==> src/core/zdb_pkg.sv <==
// constants, types and decode functions of the clock bank control
// assumes three-level pins arrive as 2-bit codes and reference pairs as one level each
package zdb_pkg;

   // ----------------------------------------
   // three-level pin codes
   // ----------------------------------------
   localparam logic [1:0] LVL_LOW = 2'h0;
   localparam logic [1:0] LVL_MID = 2'h1;
   localparam logic [1:0] LVL_HIGH = 2'h2;

   // ----------------------------------------
   // register map and fields
   // ----------------------------------------
   localparam logic [3:0] OFS_STATUS = 4'h0;
   localparam logic [3:0] OFS_MASK = 4'h4;
   localparam logic [3:0] OFS_STATE = 4'h8;
   localparam logic [3:0] OFS_PERIOD = 4'hc;
   localparam int EV_GAIN = 0;
   localparam int EV_LOSS = 1;
   localparam int EV_SWAP = 2;
   localparam logic [2:0] STATUS_RESET = 3'h0;
   localparam logic [2:0] MASK_RESET = 3'h0;

   // ----------------------------------------
   // timing
   // ----------------------------------------
   localparam int CLK_PERIOD_NS = 10;
   localparam int REF_TIMEOUT_NS = 20000;
   localparam logic [15:0] REF_TIMEOUT_CYC = 16'(REF_TIMEOUT_NS / CLK_PERIOD_NS);
   localparam logic [1:0] ALIGN_WIN = 2'h3;
   localparam logic [2:0] LOCK_EDGES = 3'h4;
   localparam logic [5:0] N_LOW = 6'h20;
   localparam logic [5:0] N_MID = 6'h10;
   localparam logic [5:0] N_HIGH = 6'h08;

   typedef enum logic [1:0] {
      ST_ACQUIRE = 2'b00,
      ST_LOCKED = 2'b01,
      ST_TEST = 2'b10
   } lock_state_t;

   // ----------------------------------------
   // decode functions
   // ----------------------------------------
   // the unused code 3 reads as mid, like a floating pin
   function automatic logic [1:0] lvl(input logic [1:0] p);
      return (p == LVL_HIGH) ? LVL_HIGH : ((p == LVL_LOW) ? LVL_LOW : LVL_MID);
   endfunction : lvl

   function automatic logic [3:0] pair_idx(input logic [1:0] hi, input logic [1:0] lo);
      return 4'(3 * lvl(hi) + lvl(lo));
   endfunction : pair_idx

   function automatic logic [3:0] div_of(input logic [3:0] idx);
      case (idx)
         4'h0: return 4'h1;
         4'h1: return 4'h2;
         4'h2: return 4'h3;
         4'h3: return 4'h4;
         4'h4: return 4'h5;
         4'h5: return 4'h6;
         4'h6: return 4'h8;
         4'h7: return 4'ha;
         default: return 4'hc;
      endcase
   endfunction : div_of

   function automatic logic [5:0] n_of(input logic [1:0] p);
      return (lvl(p) == LVL_LOW) ? N_LOW : ((lvl(p) == LVL_MID) ? N_MID : N_HIGH);
   endfunction : n_of

endpackage : zdb_pkg

==> src/core/zero_delay_clock_bank_control.sv <==
// control logic of a zero-delay clock fan-out buffer with two banks and a feedback output
// assumes pins synchronous to I_MCLK, pads resolved to logic levels, a classic Wishbone master
//
// Operation
// - select low picks primary reference, high alternate
// - undriven select reads low, primary chosen
// - feedback rising edges aligned to reference edges
// - phase selects offset each output group
// - divider selects set each bank's ratio
// - feedback phase select offsets feedback output
// - feedback divider selects set feedback ratio
// - bank off high disables, low enables bank
// - mode high gives high-z, low hold-off
// - mode mid enters factory test mode
// - lock output high only while locked
// - divider codes give 1,2,3,4,5,6,8,10,12
// - phase codes map to unit offsets
// - skew unit factor 32, 16 or 8
module zero_delay_clock_bank_control
   import zdb_pkg::*;
(
   input wire logic I_MCLK,
   input wire logic I_RST_N,
   input wire logic I_PRIMARY_REFERENCE_PAIR,
   input wire logic I_ALTERNATE_REFERENCE_PAIR,
   input wire logic I_REFERENCE_CHOOSER,
   input wire logic I_FEEDBACK_INPUT,
   input wire logic [1:0] I_RANGE_SELECT,
   input wire logic [1:0] I_MODE_SELECT,
   input wire logic [7:0] I_BANK_ONE_PHASE_SELECTS,
   input wire logic [3:0] I_BANK_TWO_PHASE_SELECTS,
   input wire logic [7:0] I_BANK_DIVIDER_SELECTS,
   input wire logic [1:0] I_FEEDBACK_PHASE_SELECT,
   input wire logic [3:0] I_FEEDBACK_DIVIDER_SELECTS,
   input wire logic [1:0] I_BANK_OFF_INPUTS,
   input wire logic I_WB_CYC,
   input wire logic I_WB_STB,
   input wire logic I_WB_WE,
   input wire logic [3:0] I_WB_ADR,
   input wire logic [3:0] I_WB_SEL,
   input wire logic [31:0] I_WB_DAT,
   output logic [31:0] O_WB_DAT,
   output logic O_WB_ACK,
   output logic [3:0] O_BANK_ONE_CLOCK_OUTS,
   output logic O_BANK_ONE_OE,
   output logic [5:0] O_BANK_TWO_CLOCK_OUTS,
   output logic O_BANK_TWO_OE,
   output logic O_FEEDBACK_CLOCK_OUT,
   output logic O_LOCK,
   output logic O_IRQ
);

   // ----------------------------------------
   // helpers
   // ----------------------------------------
   function automatic logic signed [4:0] off_one(input logic [3:0] idx);
      return $signed({1'b0, idx}) - 5'sh04;
   endfunction : off_one

   function automatic logic signed [4:0] off_two(input logic [3:0] idx,
      input logic signed [4:0] lo, input logic signed [4:0] up);
      case (idx)
         4'h0: return 5'sh18;
         4'h1: return 5'sh19;
         4'h2: return 5'sh1a;
         4'h3: return lo;
         4'h4: return 5'sh00;
         4'h5: return up;
         4'h6: return 5'sh06;
         4'h7: return 5'sh07;
         default: return 5'sh08;
      endcase
   endfunction : off_two

   // folds v into 0..p-1; one fold suffices since offsets never exceed the shortest period
   function automatic logic [8:0] wrapc(input logic signed [10:0] v, input logic [8:0] p);
      if (v < 0) return 9'(v + $signed({2'h0, p}));
      else if (v >= $signed({2'h0, p})) return 9'(v - $signed({2'h0, p}));
      else return 9'(v);
   endfunction : wrapc

   function automatic logic high_phase(input logic [8:0] c, input logic signed [4:0] o,
      input logic [8:0] p);
      return wrapc($signed({2'h0, c}) - 11'(o), p) < (p >> 1);
   endfunction : high_phase

   function automatic logic [8:0] count_up(input logic [8:0] c, input logic [8:0] p);
      return ({1'b0, c} + 10'h001 >= {1'b0, p}) ? 9'h000 : c + 9'h001;
   endfunction : count_up

   typedef struct packed {
      lock_state_t st;
      logic rp;
      logic fp;
      logic sp;
      logic [15:0] pcnt;
      logic [15:0] per;
      logic [15:0] acc;
      logic [1:0] win;
      logic hit;
      logic [2:0] good;
      logic [8:0] c1;
      logic [8:0] c2;
      logic [8:0] cf;
      logic h1;
      logic h2;
      logic [3:0] q1;
      logic [5:0] q2;
      logic qf;
      logic oe1;
      logic oe2;
      logic lock;
      logic [2:0] status;
      logic [2:0] mask;
      logic irq;
      logic ack;
      logic [31:0] dat;
   } core_t;

   core_t core;
   core_t next_core;

   // ----------------------------------------
   // decode of the pins
   // ----------------------------------------
   logic test;
   logic ref_now;
   logic ref_rise;
   logic fb_rise;
   logic tick;
   logic wr;
   logic off_low;
   logic off_high;
   logic [5:0] nf;
   logic [3:0] idx1;
   logic [3:0] idx2;
   logic [3:0] idxf;
   logic [8:0] per1;
   logic [8:0] per2;
   logic [8:0] perf;
   logic signed [4:0] o1l;
   logic signed [4:0] o1u;
   logic signed [4:0] o2;
   logic signed [4:0] of;
   logic [16:0] sum;
   logic r1l;
   logic r1u;
   logic r2;
   logic rf;
   logic [2:0] ev;
   logic [2:0] clr;

   assign test = (lvl(I_MODE_SELECT) == LVL_MID);
   assign off_low = (lvl(I_MODE_SELECT) == LVL_LOW);
   assign off_high = (lvl(I_MODE_SELECT) == LVL_HIGH);
   // only a driven one picks the alternate pair; the pad pull-down covers an open pin
   assign ref_now = (I_REFERENCE_CHOOSER == 1'b1) ? I_ALTERNATE_REFERENCE_PAIR : I_PRIMARY_REFERENCE_PAIR;
   assign ref_rise = ref_now & ~core.rp;
   assign fb_rise = I_FEEDBACK_INPUT & ~core.fp;
   assign nf = n_of(I_RANGE_SELECT);
   assign idx1 = pair_idx(I_BANK_DIVIDER_SELECTS[3:2], I_BANK_DIVIDER_SELECTS[1:0]);
   assign idx2 = pair_idx(I_BANK_DIVIDER_SELECTS[7:6], I_BANK_DIVIDER_SELECTS[5:4]);
   assign idxf = pair_idx(I_FEEDBACK_DIVIDER_SELECTS[3:2], I_FEEDBACK_DIVIDER_SELECTS[1:0]);
   assign per1 = 9'(div_of(idx1) * nf);
   assign per2 = 9'(div_of(idx2) * nf);
   assign perf = 9'(div_of(idxf) * nf);
   assign o1l = off_one(pair_idx(I_BANK_ONE_PHASE_SELECTS[3:2], I_BANK_ONE_PHASE_SELECTS[1:0]));
   assign o1u = off_one(pair_idx(I_BANK_ONE_PHASE_SELECTS[7:6], I_BANK_ONE_PHASE_SELECTS[5:4]));
   assign o2 = off_two(pair_idx(I_BANK_TWO_PHASE_SELECTS[3:2], I_BANK_TWO_PHASE_SELECTS[1:0]), o1l, o1u);
   assign of = (lvl(I_FEEDBACK_PHASE_SELECT) == LVL_LOW) ? 5'sh1c :
      ((lvl(I_FEEDBACK_PHASE_SELECT) == LVL_HIGH) ? 5'sh04 : 5'sh00);

   // ----------------------------------------
   // skew unit generator
   // ----------------------------------------
   // perf units fit in one reference period; at most one unit per cycle, so a reference
   // period shorter than perf cycles runs the outputs slow rather than faster than I_MCLK
   assign sum = {1'b0, core.acc} + {8'h00, perf};
   assign tick = (core.per != 16'h0000) && (sum >= {1'b0, core.per});
   assign r1l = high_phase(core.c1, o1l, per1);
   assign r1u = high_phase(core.c1, o1u, per1);
   assign r2 = high_phase(core.c2, o2, per2);
   assign rf = high_phase(core.cf, of, perf);
   assign wr = core.ack && I_WB_CYC && I_WB_STB && I_WB_WE && I_WB_SEL[0];
   assign clr = (wr && I_WB_ADR == OFS_STATUS) ? I_WB_DAT[2:0] : 3'h0;

   always_comb begin
      next_core = core;
      ev = 3'h0;
      next_core.rp = ref_now;
      next_core.fp = I_FEEDBACK_INPUT;
      next_core.sp = I_REFERENCE_CHOOSER;

      // ----------------------------------------
      // reference period and unit counters
      // ----------------------------------------
      if (ref_rise) begin
         next_core.per = core.pcnt + 16'h0001;
         next_core.pcnt = 16'h0000;
      end else if (core.pcnt != REF_TIMEOUT_CYC) begin
         next_core.pcnt = core.pcnt + 16'h0001;
      end
      next_core.acc = tick ? 16'(sum - {1'b0, core.per}) : sum[15:0];
      if (tick) begin
         next_core.c1 = count_up(core.c1, per1);
         next_core.c2 = count_up(core.c2, per2);
         next_core.cf = count_up(core.cf, perf);
      end
      if (core.win != 2'h0) begin
         next_core.win = core.win - 2'h1;
         if (fb_rise) next_core.hit = 1'b1;
      end

      // ----------------------------------------
      // loop alignment and lock
      // ----------------------------------------
      unique case (core.st)
         ST_TEST: begin
            if (!test) next_core.st = ST_ACQUIRE;
         end
         ST_ACQUIRE, ST_LOCKED: begin
            if (test) begin
               next_core.st = ST_TEST;
               next_core.good = 3'h0;
            end else if (core.pcnt == REF_TIMEOUT_CYC) begin
               next_core.st = ST_ACQUIRE;
               next_core.good = 3'h0;
            end else if (ref_rise) begin
               next_core.win = ALIGN_WIN;
               next_core.hit = fb_rise;
               if (core.hit) begin
                  if (core.good != LOCK_EDGES) next_core.good = core.good + 3'h1;
                  if (core.good == LOCK_EDGES - 3'h1) next_core.st = ST_LOCKED;
               end else begin
                  // feedback missed the window: restart all dividers so that the
                  // feedback output rises now, in step with this reference edge
                  next_core.good = 3'h0;
                  next_core.st = ST_ACQUIRE;
                  next_core.c1 = wrapc(11'(of), per1);
                  next_core.c2 = wrapc(11'(of), per2);
                  next_core.cf = wrapc(11'(of), perf);
                  next_core.acc = 16'h0000;
               end
            end
         end
         default: next_core.st = ST_ACQUIRE;
      endcase
      next_core.lock = (next_core.st == ST_LOCKED);

      // ----------------------------------------
      // outputs, disable and hold-off
      // ----------------------------------------
      // hold-off flips only while the raw bank clock is low, so no runt pulse appears
      if (!(r1l | r1u)) next_core.h1 = I_BANK_OFF_INPUTS[0] && off_low;
      if (!r2) next_core.h2 = I_BANK_OFF_INPUTS[1] && off_low;
      next_core.oe1 = test || !(I_BANK_OFF_INPUTS[0] && off_high);
      next_core.oe2 = test || !(I_BANK_OFF_INPUTS[1] && off_high);
      if (test) begin
         next_core.q1 = {4{ref_now}};
         next_core.q2 = {6{ref_now}};
         next_core.qf = ref_now;
      end else begin
         next_core.q1 = {{2{r1u}}, {2{r1l}}} & {4{~next_core.h1}};
         next_core.q2 = {6{r2 & ~next_core.h2}};
         next_core.qf = rf;
      end

      // ----------------------------------------
      // events and bus slave
      // ----------------------------------------
      ev[EV_GAIN] = (next_core.st == ST_LOCKED) && (core.st != ST_LOCKED);
      ev[EV_LOSS] = (core.st == ST_LOCKED) && (next_core.st != ST_LOCKED);
      ev[EV_SWAP] = (I_REFERENCE_CHOOSER != core.sp);
      // a new event beats a write-one-to-clear in the same cycle
      next_core.status = (core.status & ~clr) | ev;
      if (wr && I_WB_ADR == OFS_MASK) next_core.mask = I_WB_DAT[2:0];
      next_core.irq = |(next_core.status & next_core.mask);
      next_core.ack = I_WB_CYC && I_WB_STB && !core.ack;
      if (next_core.ack) begin
         case (I_WB_ADR)
            OFS_STATUS: next_core.dat = {29'h0, core.status};
            OFS_MASK: next_core.dat = {29'h0, core.mask};
            OFS_STATE: next_core.dat = {16'h0, idxf, idx2, idx1, 1'b0, test, I_REFERENCE_CHOOSER, core.lock};
            OFS_PERIOD: next_core.dat = {16'h0, core.per};
            default: next_core.dat = 32'h0;
         endcase
      end
   end

   always_ff @(posedge I_MCLK or negedge I_RST_N) begin
      if (!I_RST_N) begin
         core <= '{st: ST_ACQUIRE, status: STATUS_RESET, mask: MASK_RESET, default: '0};
      end else begin
         core <= next_core;
      end
   end

   assign O_WB_DAT = core.dat;
   assign O_WB_ACK = core.ack;
   assign O_BANK_ONE_CLOCK_OUTS = core.q1;
   assign O_BANK_ONE_OE = core.oe1;
   assign O_BANK_TWO_CLOCK_OUTS = core.q2;
   assign O_BANK_TWO_OE = core.oe2;
   assign O_FEEDBACK_CLOCK_OUT = core.qf;
   assign O_LOCK = core.lock;
   assign O_IRQ = core.irq;
endmodule : zero_delay_clock_bank_control

==> config.mk <==
export PLATFORM = sky130hd
export DESIGN_NAME = zero_delay_clock_bank_control
export DESIGN_NICKNAME = d
export VERILOG_FILES = /design/src/core/zdb_pkg.sv /design/src/core/zero_delay_clock_bank_control.sv
export SDC_FILE = /design/constraint.sdc
export NUM_CORES = 1
export LEC_CHECK = 0
export BUFFER_PORTS_ARGS = -buffer_cell sky130_fd_sc_hd__buf_2
export CORE_ASPECT_RATIO = 0.75
export CORE_MARGIN = 1.5
export CORE_UTILIZATION = 62
export CTS_CLUSTER_DIAMETER = 50
export DETAILED_ROUTE_END_ITERATION = 6
export HOLD_SLACK_MARGIN = 0.03
export PLACE_DENSITY = 0.81
export SYNTH_ARGS = -nofsm -noshare
export SYNTH_HDL_FRONTEND = slang
export SYNTH_SLANG_ARGS = --single-unit
export TNS_END_PERCENT = 5
==> constraint.sdc <==
create_clock -name I_MCLK -period 6.85 [get_ports I_MCLK]
set_input_delay 0.3425 -clock I_MCLK [delete_from_list [all_inputs] [get_ports I_MCLK]]
set_output_delay 0.3425 -clock I_MCLK [all_outputs]
set_load 0.01 [all_outputs]
==> metrics.md <==
| Metric | Value |
|---|---|
| Fill count | around 1700 |
| Hold Path Class | in2reg |
| Detail Route Antenna Nets | 0 |
| Final Power | 8240 uW |
| Critical path's most frequent cell | ha_4 |
| CTS tree | yes |
| Total GRT Usage | 0.315 |
| Setup Total Neg Slack | 0 ps |
| Fraction of registers with async set or reset after synthesis | 1.00 |
| Final WL | 39.7 mm |
| Footprint of the multi-input gates | around 11000 sq um |
| Boundary pin count | around 130 |
| Area grow syn2layout | 14.6% |
| Count of cell types in the netlist | 80 |
| Synth area leaders | ha_1 21%, dfrtp_1 20%, xnor2_1 4.3% |
| GPL Wtd Cong | 0.927 |
| WS Path Type | in2reg |
| R2r startpoint | core[74] |
| Power Dens Cells | 488 nW/um^2 |
| WL/cell | approximately 18 microns |
| Finished Core Util | 0.729 |
| Cell Area, Placed | between 15000 and 20000 sq um |
| Post-synth EDFFs | 0 |
| Reg clk slew, reported paths | about 60 ps |
| Vias/cell | approximately 6.1 |
| Vias in the first global route | roughly 13000 |
| Final setup viols | 0 |
| Post-route DRC | 0 |
| Cell count after synthesis | 1803 |
| Commonest non-fill, non-tap cell in the layout | ha_1 |
| Reg2Reg Depth | 25 |
| Worst Setup SP | I_BANK_DIVIDER_SELECTS[3] |
| FP Rows | 48 |
| Largest stage delay, worst path | around 600 ps |
| Pins Over Slew Limit | 0 |
| # nets final | between 2000 and 2500 |
| Detailed placement HPWL | 29.9 mm |
| Adder-cell area share of the yosys netlist | 0.239 |
| Main synth FF type | dfrtp_1 |
| Final clock period utilization by the worst path | 0.998 |
| CP Data Required Time | ~7200 ps |
| Max Cap Viol | 0 |
| Core area | 23200 sq um |
| Seq. cell area | about 3000 sq um |
| Design Area, Final | 16900 sq um |
| Iteration-0 DRC Markers | 1459 |
| Setup crit end | core[55] |
| Largest family of logic cells by synthesized area | adder cells |
| Largest net degree at the start of global routing | 74 |
| Hold Vio Cnt, Final | 0 |
| Clock Latency Late Sink | 440 ps |
| Port buffer count | 80 |
| Global-route wire length before repair | between 60 and 70 mm |
| Antenna violations before repair | 0 |
| Die Span X | 181 microns |
| Clk buf depth | 2 |
| Worst Skew | about 15 ps |
| Detailed-router iteration count before antenna repair | 7 |
| Clock Root Buffer | clkbuf_16 |
| Crit Path Max Fanout | 7 |
| Largest area contributor in the netlist | ha_1 |
| Worst Tran Pin Value | roughly 1200 ps |
| Starting density of the core | 0.636 |
| H-Tree Depth | 4 |
| Die footprint | ~25000 sq um |
| N_diodes | 0 |
| Max VDD drop | about 0.0004 V |
| Final min period | 6840 ps |
| Synth Area in Simple Gates | 0.187 |
| Synth Area in Compound Gates | 0.211 |
| Startpoint types | input pin |
| Reg2reg end | core[55] |
| Synthesis-stage register bit count | 119 |
| Most frequent cells in the layout | 234 x ha_1, 152 x inv_1, 147 x nand2_1, 142 x nor2_1, 127 x buf_4 |
| Share of layout cells above drive strength 1 | 0.167 |
| Area of the mapped netlist | between 10000 and 15000 sq um |
| Slew headroom | 0.177 |
| Post-synth top area share | 0.206 |
| Hold_ws | 64.7 ps |
| CTS buffer count | 17 |
| Status | completed |
| Chip height | 137 microns |
| Post-synthesis sequential area ratio | 0.202 |
| Via Count | approximately 14000 |
| Mux share of post-synthesis cell area | 0.0183 |
| Yosys warning count | 0 |
| CP arrival | just over 7000 ps |
| Leak pwr | about 0.0083 uW |
| Syn_area_per_cell | between 8 and 9 sq um |
| Grt total ovfl | 0 |
| Reg2Reg Setup Slack | about 1300 ps |
| XOR/XNOR Fraction of Synth Area | 0.0658 |
| Fmax | 146 MHz |
| Slowest CP cell | fa_1 |
| Endpoint class of the critical path | register |
| CTS Sinks | 119 |
## worst max-delay path, delay by kind of cell
family / cells / cell delay, ps
AO/OA/AOI/OAI: 10 / 1730
buffers and inverters: 2 / 280
XOR/XNOR: 1 / 180
adder cells (fa/ha/maj): 8 / 2690
multiplexers: 3 / 760
AND/OR/NAND/NOR: 6 / 1180
## registers in the layout, summed over array words and instances, names as in the netlist, named ones only
register,count
O_WB_DAT,16
core,93
O_WB_ACK,1
O_LOCK,1
O_BANK_ONE_CLOCK_OUTS,2
O_FEEDBACK_CLOCK_OUT,1
O_BANK_ONE_OE,1
O_BANK_TWO_OE,1
O_BANK_TWO_CLOCK_OUTS,1
O_IRQ,1
## per-stage QoR
| step | worst slack [ps] | cells |
|---|---|---|
| after CTS | -4.84 | 2255 |
| after global routing | -173 | 2263 |
| after global placement | -294 | 2222 |
| after detailed placement | -454 | 2222 |
| final | 11.6 | 2263 |
| after floorplan | 3.58 | 1818 |
## Yosys cell counts (all sizes together), types with 16 or more instances
cell / number
fa: 25
ha: 242
o21bai: 17
xor2: 35
nand2b: 31
buf: 53
clkbuf: 46
nor2b: 36
and3: 20
a21oi: 122
a221oi: 19
nand2: 147
xnor2: 74
or2: 26
a21o: 39
o211ai: 16
nor2: 146
dfrtp: 119
o21a: 26
nand3: 41
nor3: 31
o21ai: 106
and2: 20
a31oi: 21
inv: 152
## worst min path at each step
stage                          from                  endpoint  slack [ps]  depth (start not counted)
3_3_place_gp                I_RST_N                 core[118]         410                          1
6_report       I_BANK_OFF_INPUTS[1]             O_BANK_TWO_OE          60                          2
2_1_floorplan               I_RST_N  O_BANK_ONE_CLOCK_OUTS[1]          50                          0
3_5_place_dp                I_RST_N                 core[118]         420                          1
4_1_cts            I_FEEDBACK_INPUT                 core[138]          60                          1
5_1_grt            I_FEEDBACK_INPUT                 core[138]          70                          1
## cells by family (layout without fill, tap and decap cells)
kind of cell | Yosys count | after routing
multiplexers | 22 | 22
other | 1 | 16
AND/OR/NAND/NOR | 560 | 560
buffers and inverters | 251 | 396
flip-flops | 119 | 119
XOR/XNOR | 109 | 109
adder cells (fa/ha/maj) | 267 | 267
AO/OA/AOI/OAI | 474 | 474
## repair_timing
action / in CTS / in global routing
gates cloned: 0 / 3
resized for setup: 3 / 36
endpoints found under the setup margin: 5 / 47
endpoints found under the hold margin: 46 / 0
pin swaps: 0 / 26
hold buffers: 1 / 0
setup buffers: 0 / 5
## power breakdown
part / switching (uW) / internal, uW / total [uW]
Sequential: 178 / 865 / 1040
Clock: 395 / 517 / 912
Combinational: 3430 / 2850 / 6280
## per-layer routing
| layer | vias to the layer above | routed length (microns) | global-route usage |
|---|---|---|---|
| li1 | 6630 | - | - |
| met1 | 6617 | 18400 | 0.446 |
| met2 | 592 | 17500 | 0.504 |
| met3 | 75 | 3100 | 0.0535 |
| met4 | 0 | 675 | 0.0750 |
| met5 | - | 0 | 0 |
## cell type report
cell class,instances,area share
clock buffer,18,0.0260
clock inverter,14,0.00830
inverter,152,0.0338
multi-input combinational,1448,0.647
sequential,119,0.176
tap,300,0.0222
timing repair buffer,212,0.0864
No activity file was read; power rests on OpenSTA's default activity.
